`src/include/asq_consts.svh`:
```
/*
  register offsets, field positions and reset values of the
  hardware-trigger scan sequencer.
  assumes: included by the package and the design file by bare name.
*/
`ifndef ASQ_CONSTS_SVH
`define ASQ_CONSTS_SVH

// ----------------------------------------------------------------
// register byte offsets
// ----------------------------------------------------------------
`define ASQ_OFS_MODE   8'h00
`define ASQ_OFS_CHSEL  8'h04
`define ASQ_OFS_RESULT 8'h08
`define ASQ_OFS_STATUS 8'h0C
`define ASQ_OFS_IRQST  8'h10
`define ASQ_OFS_IRQMSK 8'h14

// ----------------------------------------------------------------
// field positions
// ----------------------------------------------------------------
`define ASQ_BIT_POWER  0
`define ASQ_BIT_START  1
`define ASQ_BIT_WAIT   2
`define ASQ_BIT_EOC    0
`define ASQ_CH_W       5
`define ASQ_SLOT_W     8
`define ASQ_RES_W      10
`define ASQ_RES_CH_LSB 16

// ----------------------------------------------------------------
// reset values and misc
// ----------------------------------------------------------------
`define ASQ_CHSEL_RST  32'h03020100
`define ASQ_SLOTS      4
`define ASQ_ADDR_W     8
`define ASQ_STAB_NS    1000
`define ASQ_CLK_MHZ    50
`define ASQ_STAB_CYC   ((`ASQ_STAB_NS * `ASQ_CLK_MHZ + 999) / 1000)

`endif

```
`src/include/asq_pkg.sv`:
```
/*
  types shared by the scan sequencer and its surroundings.
  assumes: asq_consts.svh is on the include path.
*/
`include "asq_consts.svh"

package asq_pkg;

  // ----------------------------------------------------------------
  // converter request and answer
  // ----------------------------------------------------------------
  typedef struct packed {
    logic                   start;    // begin one conversion
    logic                   abort;    // drop conversion in flight
    logic [`ASQ_CH_W-1:0]   channel;  // analog input to convert
  } asq_conv_req_s;

  typedef struct packed {
    logic                   done;     // conversion finished
    logic [`ASQ_RES_W-1:0]  data;     // its result
  } asq_conv_rsp_s;

  // sequencer states
  typedef enum logic [1:0] {
    ST_STOP,
    ST_STANDBY,
    ST_CONV
  } asq_state_e;

endpackage : asq_pkg

```
`src/hw/asq_seq.sv`:
```
/*
  hardware-trigger scan sequencer, one-shot, four scan slots, with an
  AXI4-Lite register slave and a sticky/masked interrupt.
  assumes: hwTrigger and convRsp are synchronous to core_clk; the
  converter drops a conversion on abort and never answers it.
*/
`timescale 1ns/100ps
`include "asq_consts.svh"

module asq_seq (
  input  wire logic                  core_clk,
  input  wire logic                  arst_n,
  // axi4-lite slave
  input  wire logic [`ASQ_ADDR_W-1:0] s_axi_awaddr,
  input  wire logic                  s_axi_awvalid,
  output logic                       s_axi_awready,
  input  wire logic [31:0]           s_axi_wdata,
  input  wire logic [3:0]            s_axi_wstrb,
  input  wire logic                  s_axi_wvalid,
  output logic                       s_axi_wready,
  output logic [1:0]                 s_axi_bresp,
  output logic                       s_axi_bvalid,
  input  wire logic                  s_axi_bready,
  input  wire logic [`ASQ_ADDR_W-1:0] s_axi_araddr,
  input  wire logic                  s_axi_arvalid,
  output logic                       s_axi_arready,
  output logic [31:0]                s_axi_rdata,
  output logic [1:0]                 s_axi_rresp,
  output logic                       s_axi_rvalid,
  input  wire logic                  s_axi_rready,
  // trigger and converter
  input  wire logic                  hwTrigger,
  output asq_pkg::asq_conv_req_s     convReq,
  input  wire asq_pkg::asq_conv_rsp_s convRsp,
  output logic                       converterPowered,
  output logic                       conversionDoneIrq,
  output logic                       irq
);
  import asq_pkg::*;

  // ----------------------------------------------------------------
  // state
  // ----------------------------------------------------------------
  asq_state_e  state;              // sequencer state
  logic        powerEnable;        // converter power enable
  logic        startBit;           // conversion start bit
  logic        waitMode;           // 1: wait trigger mode
  logic [31:0] chanSel;            // four slot channel fields
  logic [1:0]  slot;               // slot being converted
  logic [`ASQ_RES_W-1:0] result;   // last stored result
  logic [`ASQ_CH_W-1:0]  resChan;  // channel of last result
  logic        irqStat;            // sticky end-of-conversion
  logic        irqMask;            // 1 lets it reach irq

  // ----------------------------------------------------------------
  // axi write capture
  // ----------------------------------------------------------------
  logic                   awHeld;   // address taken, waiting
  logic                   wHeld;    // data taken, waiting
  logic [`ASQ_ADDR_W-1:0] awAddr;   // held write address
  logic [31:0]            wData;    // held write data
  logic [3:0]             wStrb;    // held byte enables
  logic                   wrFire;   // write commits this cycle
  logic                   wrMode;   // commit hits mode register
  logic                   wrChsel;  // commit hits channel select
  logic                   wrIrqSt;  // commit hits irq status
  logic                   wrIrqMk;  // commit hits irq mask
  logic                   wrMapped; // commit hits any register

  assign wrFire   = awHeld && wHeld && !s_axi_bvalid;
  assign wrMode   = wrFire && awAddr == `ASQ_OFS_MODE && wStrb[0];
  assign wrChsel  = wrFire && awAddr == `ASQ_OFS_CHSEL
                    && wStrb != 4'h0;
  assign wrIrqSt  = wrFire && awAddr == `ASQ_OFS_IRQST && wStrb[0];
  assign wrIrqMk  = wrFire && awAddr == `ASQ_OFS_IRQMSK && wStrb[0];
  assign wrMapped = awAddr == `ASQ_OFS_MODE
                    || awAddr == `ASQ_OFS_CHSEL
                    || awAddr == `ASQ_OFS_RESULT
                    || awAddr == `ASQ_OFS_STATUS
                    || awAddr == `ASQ_OFS_IRQST
                    || awAddr == `ASQ_OFS_IRQMSK;

  // address and data channels taken in either order
  always_ff @(posedge core_clk or negedge arst_n) begin
    if (!arst_n) begin
      awHeld        <= 1'b0;
      wHeld         <= 1'b0;
      awAddr        <= '0;
      wData         <= '0;
      wStrb         <= '0;
      s_axi_awready <= 1'b0;
      s_axi_wready  <= 1'b0;
    end else begin
      // accept address when not already holding one
      if (s_axi_awvalid && s_axi_awready) begin
        awHeld <= 1'b1;
        awAddr <= {s_axi_awaddr[`ASQ_ADDR_W-1:2], 2'b00};
      end else if (wrFire) begin
        awHeld <= 1'b0;
      end
      // accept data when not already holding it
      if (s_axi_wvalid && s_axi_wready) begin
        wHeld <= 1'b1;
        wData <= s_axi_wdata;
        wStrb <= s_axi_wstrb;
      end else if (wrFire) begin
        wHeld <= 1'b0;
      end
      s_axi_awready <= !awHeld && !(s_axi_awvalid && s_axi_awready);
      s_axi_wready  <= !wHeld && !(s_axi_wvalid && s_axi_wready);
    end
  end

  // write response, slverr on unmapped address
  always_ff @(posedge core_clk or negedge arst_n) begin
    if (!arst_n) begin
      s_axi_bvalid <= 1'b0;
      s_axi_bresp  <= 2'b00;
    end else if (wrFire) begin
      s_axi_bvalid <= 1'b1;
      s_axi_bresp  <= wrMapped ? 2'b00 : 2'b10;
    end else if (s_axi_bready) begin
      s_axi_bvalid <= 1'b0;
    end
  end

  // ----------------------------------------------------------------
  // axi read
  // ----------------------------------------------------------------
  logic [31:0] rdMux;   // register selected by read address
  logic        rdHit;   // read address is mapped

  always_comb begin
    rdMux = 32'h0000_0000;
    rdHit = 1'b1;
    case ({s_axi_araddr[`ASQ_ADDR_W-1:2], 2'b00})
      `ASQ_OFS_MODE: begin
        rdMux[`ASQ_BIT_POWER] = powerEnable;
        rdMux[`ASQ_BIT_START] = startBit;
        rdMux[`ASQ_BIT_WAIT]  = waitMode;
      end
      `ASQ_OFS_CHSEL: begin
        rdMux = chanSel;
      end
      `ASQ_OFS_RESULT: begin
        rdMux[`ASQ_RES_W-1:0] = result;
        rdMux[`ASQ_RES_CH_LSB +: `ASQ_CH_W] = resChan;
      end
      `ASQ_OFS_STATUS: begin
        rdMux[1:0] = state;
        rdMux[5:4] = slot;
        rdMux[8]   = converterPowered;
      end
      `ASQ_OFS_IRQST: begin
        rdMux[`ASQ_BIT_EOC] = irqStat;
      end
      `ASQ_OFS_IRQMSK: begin
        rdMux[`ASQ_BIT_EOC] = irqMask;
      end
      default: begin
        rdHit = 1'b0;
      end
    endcase
  end

  // one read at a time, answer the cycle after the address
  always_ff @(posedge core_clk or negedge arst_n) begin
    if (!arst_n) begin
      s_axi_arready <= 1'b0;
      s_axi_rvalid  <= 1'b0;
      s_axi_rdata   <= 32'h0000_0000;
      s_axi_rresp   <= 2'b00;
    end else begin
      if (s_axi_arvalid && s_axi_arready) begin
        s_axi_rvalid  <= 1'b1;
        s_axi_rdata   <= rdMux;
        s_axi_rresp   <= rdHit ? 2'b00 : 2'b10;
        s_axi_arready <= 1'b0;
      end else if (s_axi_rvalid) begin
        if (s_axi_rready) begin
          s_axi_rvalid <= 1'b0;
        end
      end else begin
        s_axi_arready <= 1'b1;
      end
    end
  end

  // ----------------------------------------------------------------
  // sequencer decisions
  // ----------------------------------------------------------------
  logic wrStart1;   // software writes start = 1
  logic wrStart0;   // software writes start = 0
  logic trigOk;     // trigger is accepted now
  logic scanEnd;    // last slot result arrives
  logic restart;    // scan restarts at slot zero
  logic doneNow;    // a result is stored this cycle

  assign wrStart1 = wrMode && wData[`ASQ_BIT_START];
  assign wrStart0 = wrMode && !wData[`ASQ_BIT_START];
  assign trigOk   = hwTrigger && powerEnable
                    && (waitMode || startBit)
                    && state != ST_STOP;
  assign doneNow  = state == ST_CONV && convRsp.done && !restart
                    && !wrStart0;
  assign scanEnd  = doneNow && slot == 2'd3;
  assign restart  = state == ST_CONV
                    && (trigOk || wrChsel || wrStart1);

  // ----------------------------------------------------------------
  // mode register bits
  // ----------------------------------------------------------------
  always_ff @(posedge core_clk or negedge arst_n) begin
    if (!arst_n) begin
      powerEnable <= 1'b0;
      waitMode    <= 1'b0;
    end else if (wrMode) begin
      powerEnable <= wData[`ASQ_BIT_POWER];
      waitMode    <= wData[`ASQ_BIT_WAIT];
    end
  end

  // start bit: hardware set wins over a software clear
  always_ff @(posedge core_clk or negedge arst_n) begin
    if (!arst_n) begin
      startBit <= 1'b0;
    end else if (waitMode && state == ST_STANDBY && trigOk) begin
      startBit <= 1'b1;
    end else if (waitMode && scanEnd) begin
      startBit <= 1'b0;
    end else if (wrMode) begin
      startBit <= wData[`ASQ_BIT_START];
    end
  end

  logic [31:0] selWord;  // channel select with this cycle's write merged

  // byte lanes of a channel-select write merged over the old value,
  // so a restart picks its first channel from the new selection
  always_comb begin
    selWord = chanSel;
    for (int b = 0; b < 4; b++) begin
      if (wrChsel && wStrb[b]) begin
        selWord[b*8 +: 8] = wData[b*8 +: 8];
      end
    end
  end

  // channel select, byte-lane writes
  always_ff @(posedge core_clk or negedge arst_n) begin
    if (!arst_n) begin
      chanSel <= `ASQ_CHSEL_RST;
    end else if (wrChsel) begin
      chanSel <= selWord;
    end
  end

  // ----------------------------------------------------------------
  // state machine
  // ----------------------------------------------------------------
  always_ff @(posedge core_clk or negedge arst_n) begin
    if (!arst_n) begin
      state <= ST_STOP;
      slot  <= 2'd0;
    end else begin
      case (state)
        ST_STOP: begin
          if (powerEnable) begin
            state <= ST_STANDBY;
          end
        end
        ST_STANDBY: begin
          slot <= 2'd0;
          if (!powerEnable) begin
            state <= ST_STOP;
          end else if (trigOk) begin
            state <= ST_CONV;
          end
        end
        ST_CONV: begin
          if (restart) begin
            slot <= 2'd0;
          end else if (wrStart0) begin
            state <= ST_STANDBY;
            slot  <= 2'd0;
          end else if (scanEnd) begin
            state <= ST_STANDBY;
            slot  <= 2'd0;
          end else if (doneNow) begin
            slot <= slot + 2'd1;
          end
        end
        default: begin
          state <= ST_STOP;
        end
      endcase
    end
  end

  // ----------------------------------------------------------------
  // converter requests
  // ----------------------------------------------------------------
  logic [1:0] nextSlot;  // slot the next request converts

  assign nextSlot = (restart || state != ST_CONV) ? 2'd0
                    : slot + 2'd1;

  always_ff @(posedge core_clk or negedge arst_n) begin
    if (!arst_n) begin
      convReq <= '0;
    end else begin
      convReq.start   <= (state == ST_STANDBY && powerEnable && trigOk)
                         || restart || (doneNow && !scanEnd);
      convReq.abort   <= restart || (state == ST_CONV && wrStart0);
      convReq.channel <= selWord[nextSlot*`ASQ_SLOT_W +: `ASQ_CH_W];
    end
  end

  // converter power: wait mode powers only during a scan
  always_ff @(posedge core_clk or negedge arst_n) begin
    if (!arst_n) begin
      converterPowered <= 1'b0;
    end else begin
      converterPowered <= powerEnable
                          && (!waitMode
                              || (state == ST_CONV && !scanEnd
                                  && !wrStart0)
                              || (state == ST_STANDBY && trigOk));
    end
  end

  // ----------------------------------------------------------------
  // results and interrupts
  // ----------------------------------------------------------------
  always_ff @(posedge core_clk or negedge arst_n) begin
    if (!arst_n) begin
      result  <= '0;
      resChan <= '0;
    end else if (doneNow) begin
      result  <= convRsp.data;
      resChan <= chanSel[slot*`ASQ_SLOT_W +: `ASQ_CH_W];
    end
  end

  always_ff @(posedge core_clk or negedge arst_n) begin
    if (!arst_n) begin
      conversionDoneIrq <= 1'b0;
    end else begin
      conversionDoneIrq <= doneNow;
    end
  end

  // sticky status, write one to clear, set wins
  always_ff @(posedge core_clk or negedge arst_n) begin
    if (!arst_n) begin
      irqStat <= 1'b0;
    end else if (doneNow) begin
      irqStat <= 1'b1;
    end else if (wrIrqSt && wData[`ASQ_BIT_EOC]) begin
      irqStat <= 1'b0;
    end
  end

  // mask register
  always_ff @(posedge core_clk or negedge arst_n) begin
    if (!arst_n) begin
      irqMask <= 1'b0;
    end else if (wrIrqMk) begin
      irqMask <= wData[`ASQ_BIT_EOC];
    end
  end

  // level interrupt output
  always_ff @(posedge core_clk or negedge arst_n) begin
    if (!arst_n) begin
      irq <= 1'b0;
    end else begin
      irq <= (irqStat || doneNow) && irqMask;
    end
  end

endmodule : asq_seq

```
`config.mk`:
```
export PLATFORM = sky130hd
export DESIGN_NAME = asq_seq
export DESIGN_NICKNAME = d
export VERILOG_FILES = /design/src/include/asq_pkg.sv /design/src/hw/asq_seq.sv
export VERILOG_INCLUDE_DIRS = /design/src /design/src/include
export SDC_FILE = /design/constraint.sdc
export NUM_CORES = 1
export LEC_CHECK = 0
export ABC_AREA = 1
export BUFFER_PORTS_ARGS = -buffer_cell sky130_fd_sc_hd__clkbuf_2
export CORE_UTILIZATION = 45
export DETAILED_ROUTE_END_ITERATION = 6
export MAX_ROUTING_LAYER = met4
export PLACE_DENSITY = 0.74
export SLEW_MARGIN = 30
export SYNTH_ARGS = -nofsm -noshare
export SYNTH_HDL_FRONTEND = slang
export SYNTH_SLANG_ARGS = --single-unit
```
`constraint.sdc`:
```
create_clock -name core_clk -period 1.9 [get_ports core_clk]
set_input_delay 0.38 -clock core_clk [delete_from_list [all_inputs] [get_ports core_clk]]
set_output_delay 0.38 -clock core_clk [all_outputs]
set_load 0.03 [all_outputs]
```
* Yosys cells after proc, flatten, opt, wreduce, memory -nomap -nowiden *
Cells that the tools add are included.

word-level totals
  register bits = 151
  logic and storage cells = 179
  output and inout bits = 51
  bits of input ports = 71

operators by class
  reductions and logical operators = 81
  muxes and demuxes = 46
  equality and inequality tests = 20
  $add $sub $neg = 1
  shift-type cells = 2

operators by type and width
  kind                                                  count
  indexed part select 32 x 6 -> 5 bit                   2
  logical AND 1 bit                                     42
  2-to-1 mux 8 bit                                      4
  2-to-1 mux 2 bit                                      13
  equality test 6 x 2 -> 1 bit (second input constant)  4
  equality test 6 x 3 -> 1 bit (second input constant)  4
  2-to-1 mux 1 bit                                      16
  logical OR 1 bit                                      15
  equality test 6 x 1 -> 1 bit (second input constant)  2
  case mux 2 bit (3 select lines)                       2
  nonzero test 2 bit                                    6
  2-to-1 mux 11 bit                                     1
  zero test 1 bit                                       10
  case mux 5 bit (2 select lines)                       1
  zero test 8 bit                                       1
  case mux 2 bit (2 select lines)                       2
  zero test 6 bit                                       1
  2-to-1 mux 6 bit                                      1
  inequality test 2 bit (second input constant)         3
  inequality test 3 bit (second input constant)         2
  case mux 1 bit (3 select lines)                       2
  case mux 1 bit (6 select lines)                       1
  OR reduction 6 bit                                    1
  inequality test 5 bit (second input constant)         1
  11 further kinds                                      13

* Depth between registers and ports, before layout *
  depth after elaboration = 17
  mapped depth = 13
  gate-level depth less buffers = 12

* Worst setup path after synthesis *
No wires, ideal clock.

  kind = flip-flop to flip-flop
  start = register s_axi_bvalid
  end = register convReq[1] in the netlist's numbering
  slack = 0.127 ns
  arrival time = 1.653 ns
  clock period less this slack = 1.773 ns
  cell stages (with the launch flop) = 13
  data required time = 1.781 ns
  setup time = 0.119 ns
  cells stage by stage = dfrtp_1 > inv_1 > nand3_4 > nor2_8 > nand2_8 > nand2_2 > nor2_4 > nand2_4 > nor2_4 > buf_6 > nand2_1 > nand3_1 > o21ai_2

between the ends
  word-level cells in the longest chain between the ends = 10

RTL lines
  item                                                   line                            text
  from (decl)                                            asq_seq.sv:22                   output logic s_axi_bvalid,
  from (signal assigned)                                 asq_seq.sv:117                  s_axi_bvalid <= 1'b0;
  from (signal assigned)                                 asq_seq.sv:120                  s_axi_bvalid <= 1'b1;
  from (signal assigned)                                 asq_seq.sv:123                  s_axi_bvalid <= 1'b0;
  zero test 1 bit (*)                                    asq_seq.sv:70                   assign wrFire = awHeld && wHeld && !s_axi_bvalid;
  logical AND 1 bit (*)                                  asq_seq.sv:70
  logical AND 1 bit (no line)                            --
  logical AND 1 bit, on equally long branches            asq_seq.sv:72, asq_seq.sv:71
  logical OR 1 bit or logical AND 1 bit (tied branches)  asq_seq.sv:208, asq_seq.sv:199
  logical OR 1 bit                                       asq_seq.sv:208                  && (trigOk || wrChsel || wrStart1);
  logical AND 1 bit                                      asq_seq.sv:208
  logical OR 1 bit                                       asq_seq.sv:305                  assign nextSlot = (restart || state != ST_CONV) ? 2'd0
  2-to-1 mux 2 bit                                       asq_seq.sv:305
  indexed part select 32 x 6 -> 5 bit (*)                asq_seq.sv:315                  convReq.channel <= selWord[nextSlot*`ASQ_SLOT_W +: `ASQ_CH_W];
  to (decl)                                              asq_seq.sv:33                   output asq_pkg::asq_conv_req_s convReq,

Mark *: on every way between the ends. The rest lies on a longest branch, timed or not.
A chain may end at the register's enable or synchronous reset.

* Worst setup path in the final report *
  start = register wStrb[0]
  end = register convReq[2] in the netlist's numbering

between the ends
  word-level cells in the longest chain between the ends = 8

RTL lines
  item                                     line            text
  from (decl)                              asq_seq.sv:62   logic [3:0] wStrb;
  from (signal assigned)                   asq_seq.sv:105  wStrb <= s_axi_wstrb;
  nonzero test 4 bit                       asq_seq.sv:73   && wStrb != 4'h0;
  logical AND 1 bit                        asq_seq.sv:72   assign wrChsel = wrFire && awAddr == `ASQ_OFS_CHSEL
  logical OR 1 bit (2 in series)           asq_seq.sv:208
  logical AND 1 bit                        asq_seq.sv:208
  logical OR 1 bit                         asq_seq.sv:305
  2-to-1 mux 2 bit                         asq_seq.sv:305
  indexed part select 32 x 6 -> 5 bit (*)  asq_seq.sv:315

Marks and branches as above.

==> results.md <==
Run status:
- The run finished with clean final reports.

GRT:
- The number of global-route vias before repair is 5,109.
- The aggregate global-route resource usage is between 20% and 30%.
- The global-route wire length before repair is 25,200 um.
- Entering global routing, the biggest net connects 51 pins.
- In the global route stage, met2 resource usage came out at approximately a third.
- After global routing, the most crowded layer is met2.
- The met1 demand-to-capacity share in global routing is 30.5%.
- The total overflow left after global routing is 0.
- The global routing met3 resource utilization is ~4.7%.
- The number of antenna violations at the first check in global routing is 0.

Route:
- The count of antenna-violating nets left after detailed routing is 0.
- Dividing the detail-routed wire length by the instance count gives approximately 15 um.
- The final layout contains routed wiring with a total length of 15,500 um.
- The detailed-route vias per instance is 5.14.
- For this block, the initial DRC count from the detailed router was 390.
- The count of vias placed by the detailed router is 5,183.
- The number of detailed-route iterations in the first pass is 5.
- For this run, design rule violations remaining after detail routing come to 0.

STA:
- The total count of max-transition violations in the final report is 0.
- The final critical-path share of the clock period is 92.6%.
- The number of failing setup endpoints in the final timing report is 0.
- The hold violation count in the final report was 0.
- The post-route minimum period is 1.76 ns.
- Based on the critical path, the design can be clocked at up to between 500 and 600 MHz.
- Setup repair after global routing left no endpoint under its margin.
- Across all hold checks on the routed design, the worst slack comes to ~0.14 ns.
- The worst clock skew is 0.00703 ns.
- The final setup TNS is 0 ns.

Synth:
- Sorting the synthesized cells by area gives the leading types as sky130_fd_sc_hd__dfrtp_1, sky130_fd_sc_hd__nand2_1, sky130_fd_sc_hd__mux2_2, sky130_fd_sc_hd__o21ai_0, sky130_fd_sc_hd__a21oi_1.
- After synthesis, the netlist uses between 40 and 50 different library cells.
- The synthesized area divided by synthesized cell count is 9.71 um^2.
- After synthesis the cells add up to 0.00659 mm^2.
- In the synthesized netlist, the number of instances is 679.
- Of the synthesized area, sequential elements account for ~57%.
- The synthesized design contains 149 register bits.
- The total number of yosys warnings is 0.
- The synthesized design spends more area on one cell type than any other, namely sky130_fd_sc_hd__dfrtp_1.
- Of the post-synthesis cell area, the dominant cell type holds 55.0%.

Floorplan:
- Once the floorplan was initialized, standard cells occupied 46.8% of the core.
- The core region area is 0.0141 mm^2.
- The floorplan die width is 123 um.
- The floorplan die height is 123 um.
- The top-level I/O count is approximately 120.
- The count of standard-cell rows is 43.
- The die covers about 0.015 mm^2.

Layout:
- The number of nets in the final layout is 888.
- 0 antenna diodes ended up in the layout.
- The share of cells above drive strength 1 is 31.6%.
- In the layout the commonest cells are sky130_fd_sc_hd__nand2_1, sky130_fd_sc_hd__dfrtp_1, sky130_fd_sc_hd__clkbuf_2.
- The finished cells cover between 0.008 and 0.009 mm^2.
- The layout overhead on the synthesized area is 23.1%.
- The fill cell instance count of the final layout is 1,225.
- The most common cell after layout, fill and taps aside is sky130_fd_sc_hd__nand2_1.
- The finished layout holds just over 1,000 standard cells, fillers aside.

Flow run:
- Max-cap violations in this run came to 0.

Clock tree:
- The tree built by TritonCTS fans out to between 100 and 150 sinks.
- The number of buffers between clock root and the deepest sink is 2.
- The clock slew at the register clock pins of the worst setup and hold paths is approximately 0.06 ns.
- The later-pin clock latency in the skew report is 0.42 ns.
- Counting the buffers created by CTS gives 17.
- CTS built an H-tree with a depth of 4.
- The post-CTS setup buffer count is 0.
- The TritonCTS clock tree is built.
- CTS placed an instance of sky130_fd_sc_hd__clkbuf_16 at the clock tree root.

Setup path:
- The data arrival at the endpoint of the critical path is roughly 2.1 ns.
- In this run the worst path has a maximum fanout of 6.
- The setup slack of the most critical reg-to-reg path is 0.14 ns.
- The sort of element at the start of the critical path is a flop.
- The worst setup path is captured at a flop.
- The worst path required time is 2.24 ns.
- The worst register-to-register path begins at wStrb[0]$_DFFE_PN0P_.
- Measured in cells, the most critical reg-to-reg path has a length of 9.
- The capture point of the worst reg-to-reg path is convReq[2]$_DFF_PN0_.
- The critical path class is flop to flop.

Worst hold path:
- The cell depth of the worst min-delay path is 2.
- The path class of the tightest hold or removal check is primary input to flop.
- The origin of the worst min-delay path is s_axi_wvalid.
- The end point of the most critical hold path is s_axi_wready$_DFF_PN0_.

Placed design:
- The count of input and output buffers is roughly 120.
- At the end of routability-driven placement, the weighted congestion stood at between 0.8 and 0.9.
- The HPWL after detailed placement is roughly 11,000 um.
- The placed instance count is 975.
- In this run the cell area measured after placement is approximately 0.0075 mm^2.

Power and ir drop:
- For this design the ratio of total power to cell area is around 1300 mW/mm^2.
- The completed layout was analyzed and its total power is 0.0109 W.
- The analysis attributes to cell leakage a power of approximately 4.1 nW.
- IR analysis of the VDD net gives a maximum drop of 1.04 mV.
-- Yosys cell counts, drive strengths merged --
| master | instances |
|---|---|
| a21oi | 46 |
| a22oi | 1 |
| nand2 | 173 |
| a41oi | 1 |
| nand3b | 1 |
| nor3 | 3 |
| ha | 1 |
| o31ai | 6 |
| or2 | 1 |
| dfstp | 4 |
| o21ai | 63 |
| dfrtp | 145 |
| o211ai | 3 |
| o22ai | 4 |
| inv | 62 |
| o21a | 3 |
| a31oi | 7 |
| clkinv | 1 |
| nor2 | 59 |
| nand3 | 24 |
| and2 | 3 |
| nand4 | 5 |
| a21boi | 1 |
| mux2 | 38 |
| conb | 1 |
| clkbuf | 15 |
| buf | 8 |
-- worst max-delay path: stages (launching register included) --
cell and delay [ns]:
sky130_fd_sc_hd__dfrtp_1 0.43, sky130_fd_sc_hd__nor2_2 0.20, sky130_fd_sc_hd__a21oi_4 0.10, sky130_fd_sc_hd__nand2_8 0.10, sky130_fd_sc_hd__nand2_2 0.07, sky130_fd_sc_hd__nor2_4 0.16
sky130_fd_sc_hd__nand2_4 0.10, sky130_fd_sc_hd__nor2_2 0.27, sky130_fd_sc_hd__o21ai_1 0.11, sky130_fd_sc_hd__o21ai_2 0.14
-- state kept, by name (all words and copies together), names as in the netlist, 2 cells and up, named ones only --
register     flops
s_axi_rdata     32
wData           32
chanSel         20
result          10
convReq          7
awAddr           6
resChan          5
wStrb            4
slot             2
state            2
-- cell type report --
class	count	area (um^2)	area share, %
repair buffers	139	790	9.73
multi-input cells	446	2500	30.8
clock inverters	11	149	1.84
flip-flops and latches	149	3730	46.0
well taps	180	225	2.78
inverters	63	244	3.01
clock buffers	21	470	5.80
-- stage by stage --
step	setup WS, ns	util, %
floorplan	0.127	-
global placement	0.113	52.9
detailed placement	0.0716	52.9
CTS	0.0511	57.3
global route	0.00315	57.6
finish	0.141	57.6
-- how the worst max path moves through the flow --
stage | slack [ns] | from | end
floorplan | 0.13 | s_axi_bvalid$_DFFE_PN0P_ | convReq[1]$_DFF_PN0_
finish | 0.14 | wStrb[0]$_DFFE_PN0P_ | convReq[2]$_DFF_PN0_
global placement | 0.11 | s_axi_bvalid$_DFFE_PN0P_ | convReq[4]$_DFF_PN0_
detailed placement | 0.07 | awAddr[7]$_DFFE_PN0P_ | convReq[4]$_DFF_PN0_
global route | 0.003 | state[1]$_DFFE_PN0P_ | convReq[0]$_DFF_PN0_
CTS | 0.05 | awAddr[7]$_DFFE_PN0P_ | convReq[4]$_DFF_PN0_
-- cell families (layout without fill, tap and decap cells) --
family	count (synthesis)	after routing	synth area share [%]
compound gates	135	135	11.9
other cells	1	2	0.0569
mux	38	38	6.49
buf+inv	86	234	5.90
simple gates	269	270	18.8
fa+ha+maj	1	1	0.190
flops	149	149	56.6
-- report_power, final --
group          internal, W  leakage, nW  switching (W)  total, W
combinational      0.00106         1.90        0.00173   0.00279
sequential         0.00404         1.89       0.000630   0.00467
clock              0.00217        0.296        0.00131   0.00349
-- metal layers --
layer | part of all wire, % | up-vias
met1 | 47 | 2475
met3 | 4.6 | 28
met2 | 47 | 167
met4 | 2.1 | 0
met5 | 0 | -
li1 | - | 2513
-- timing repair --
action / in CTS / in global routing
endpoints found under the hold margin: 41 / 0
endpoints found under the setup margin: 0 / 11
hold buffers: 1 / 0
resized for setup: 0 / 14
(Power assumes the default switching activity.)
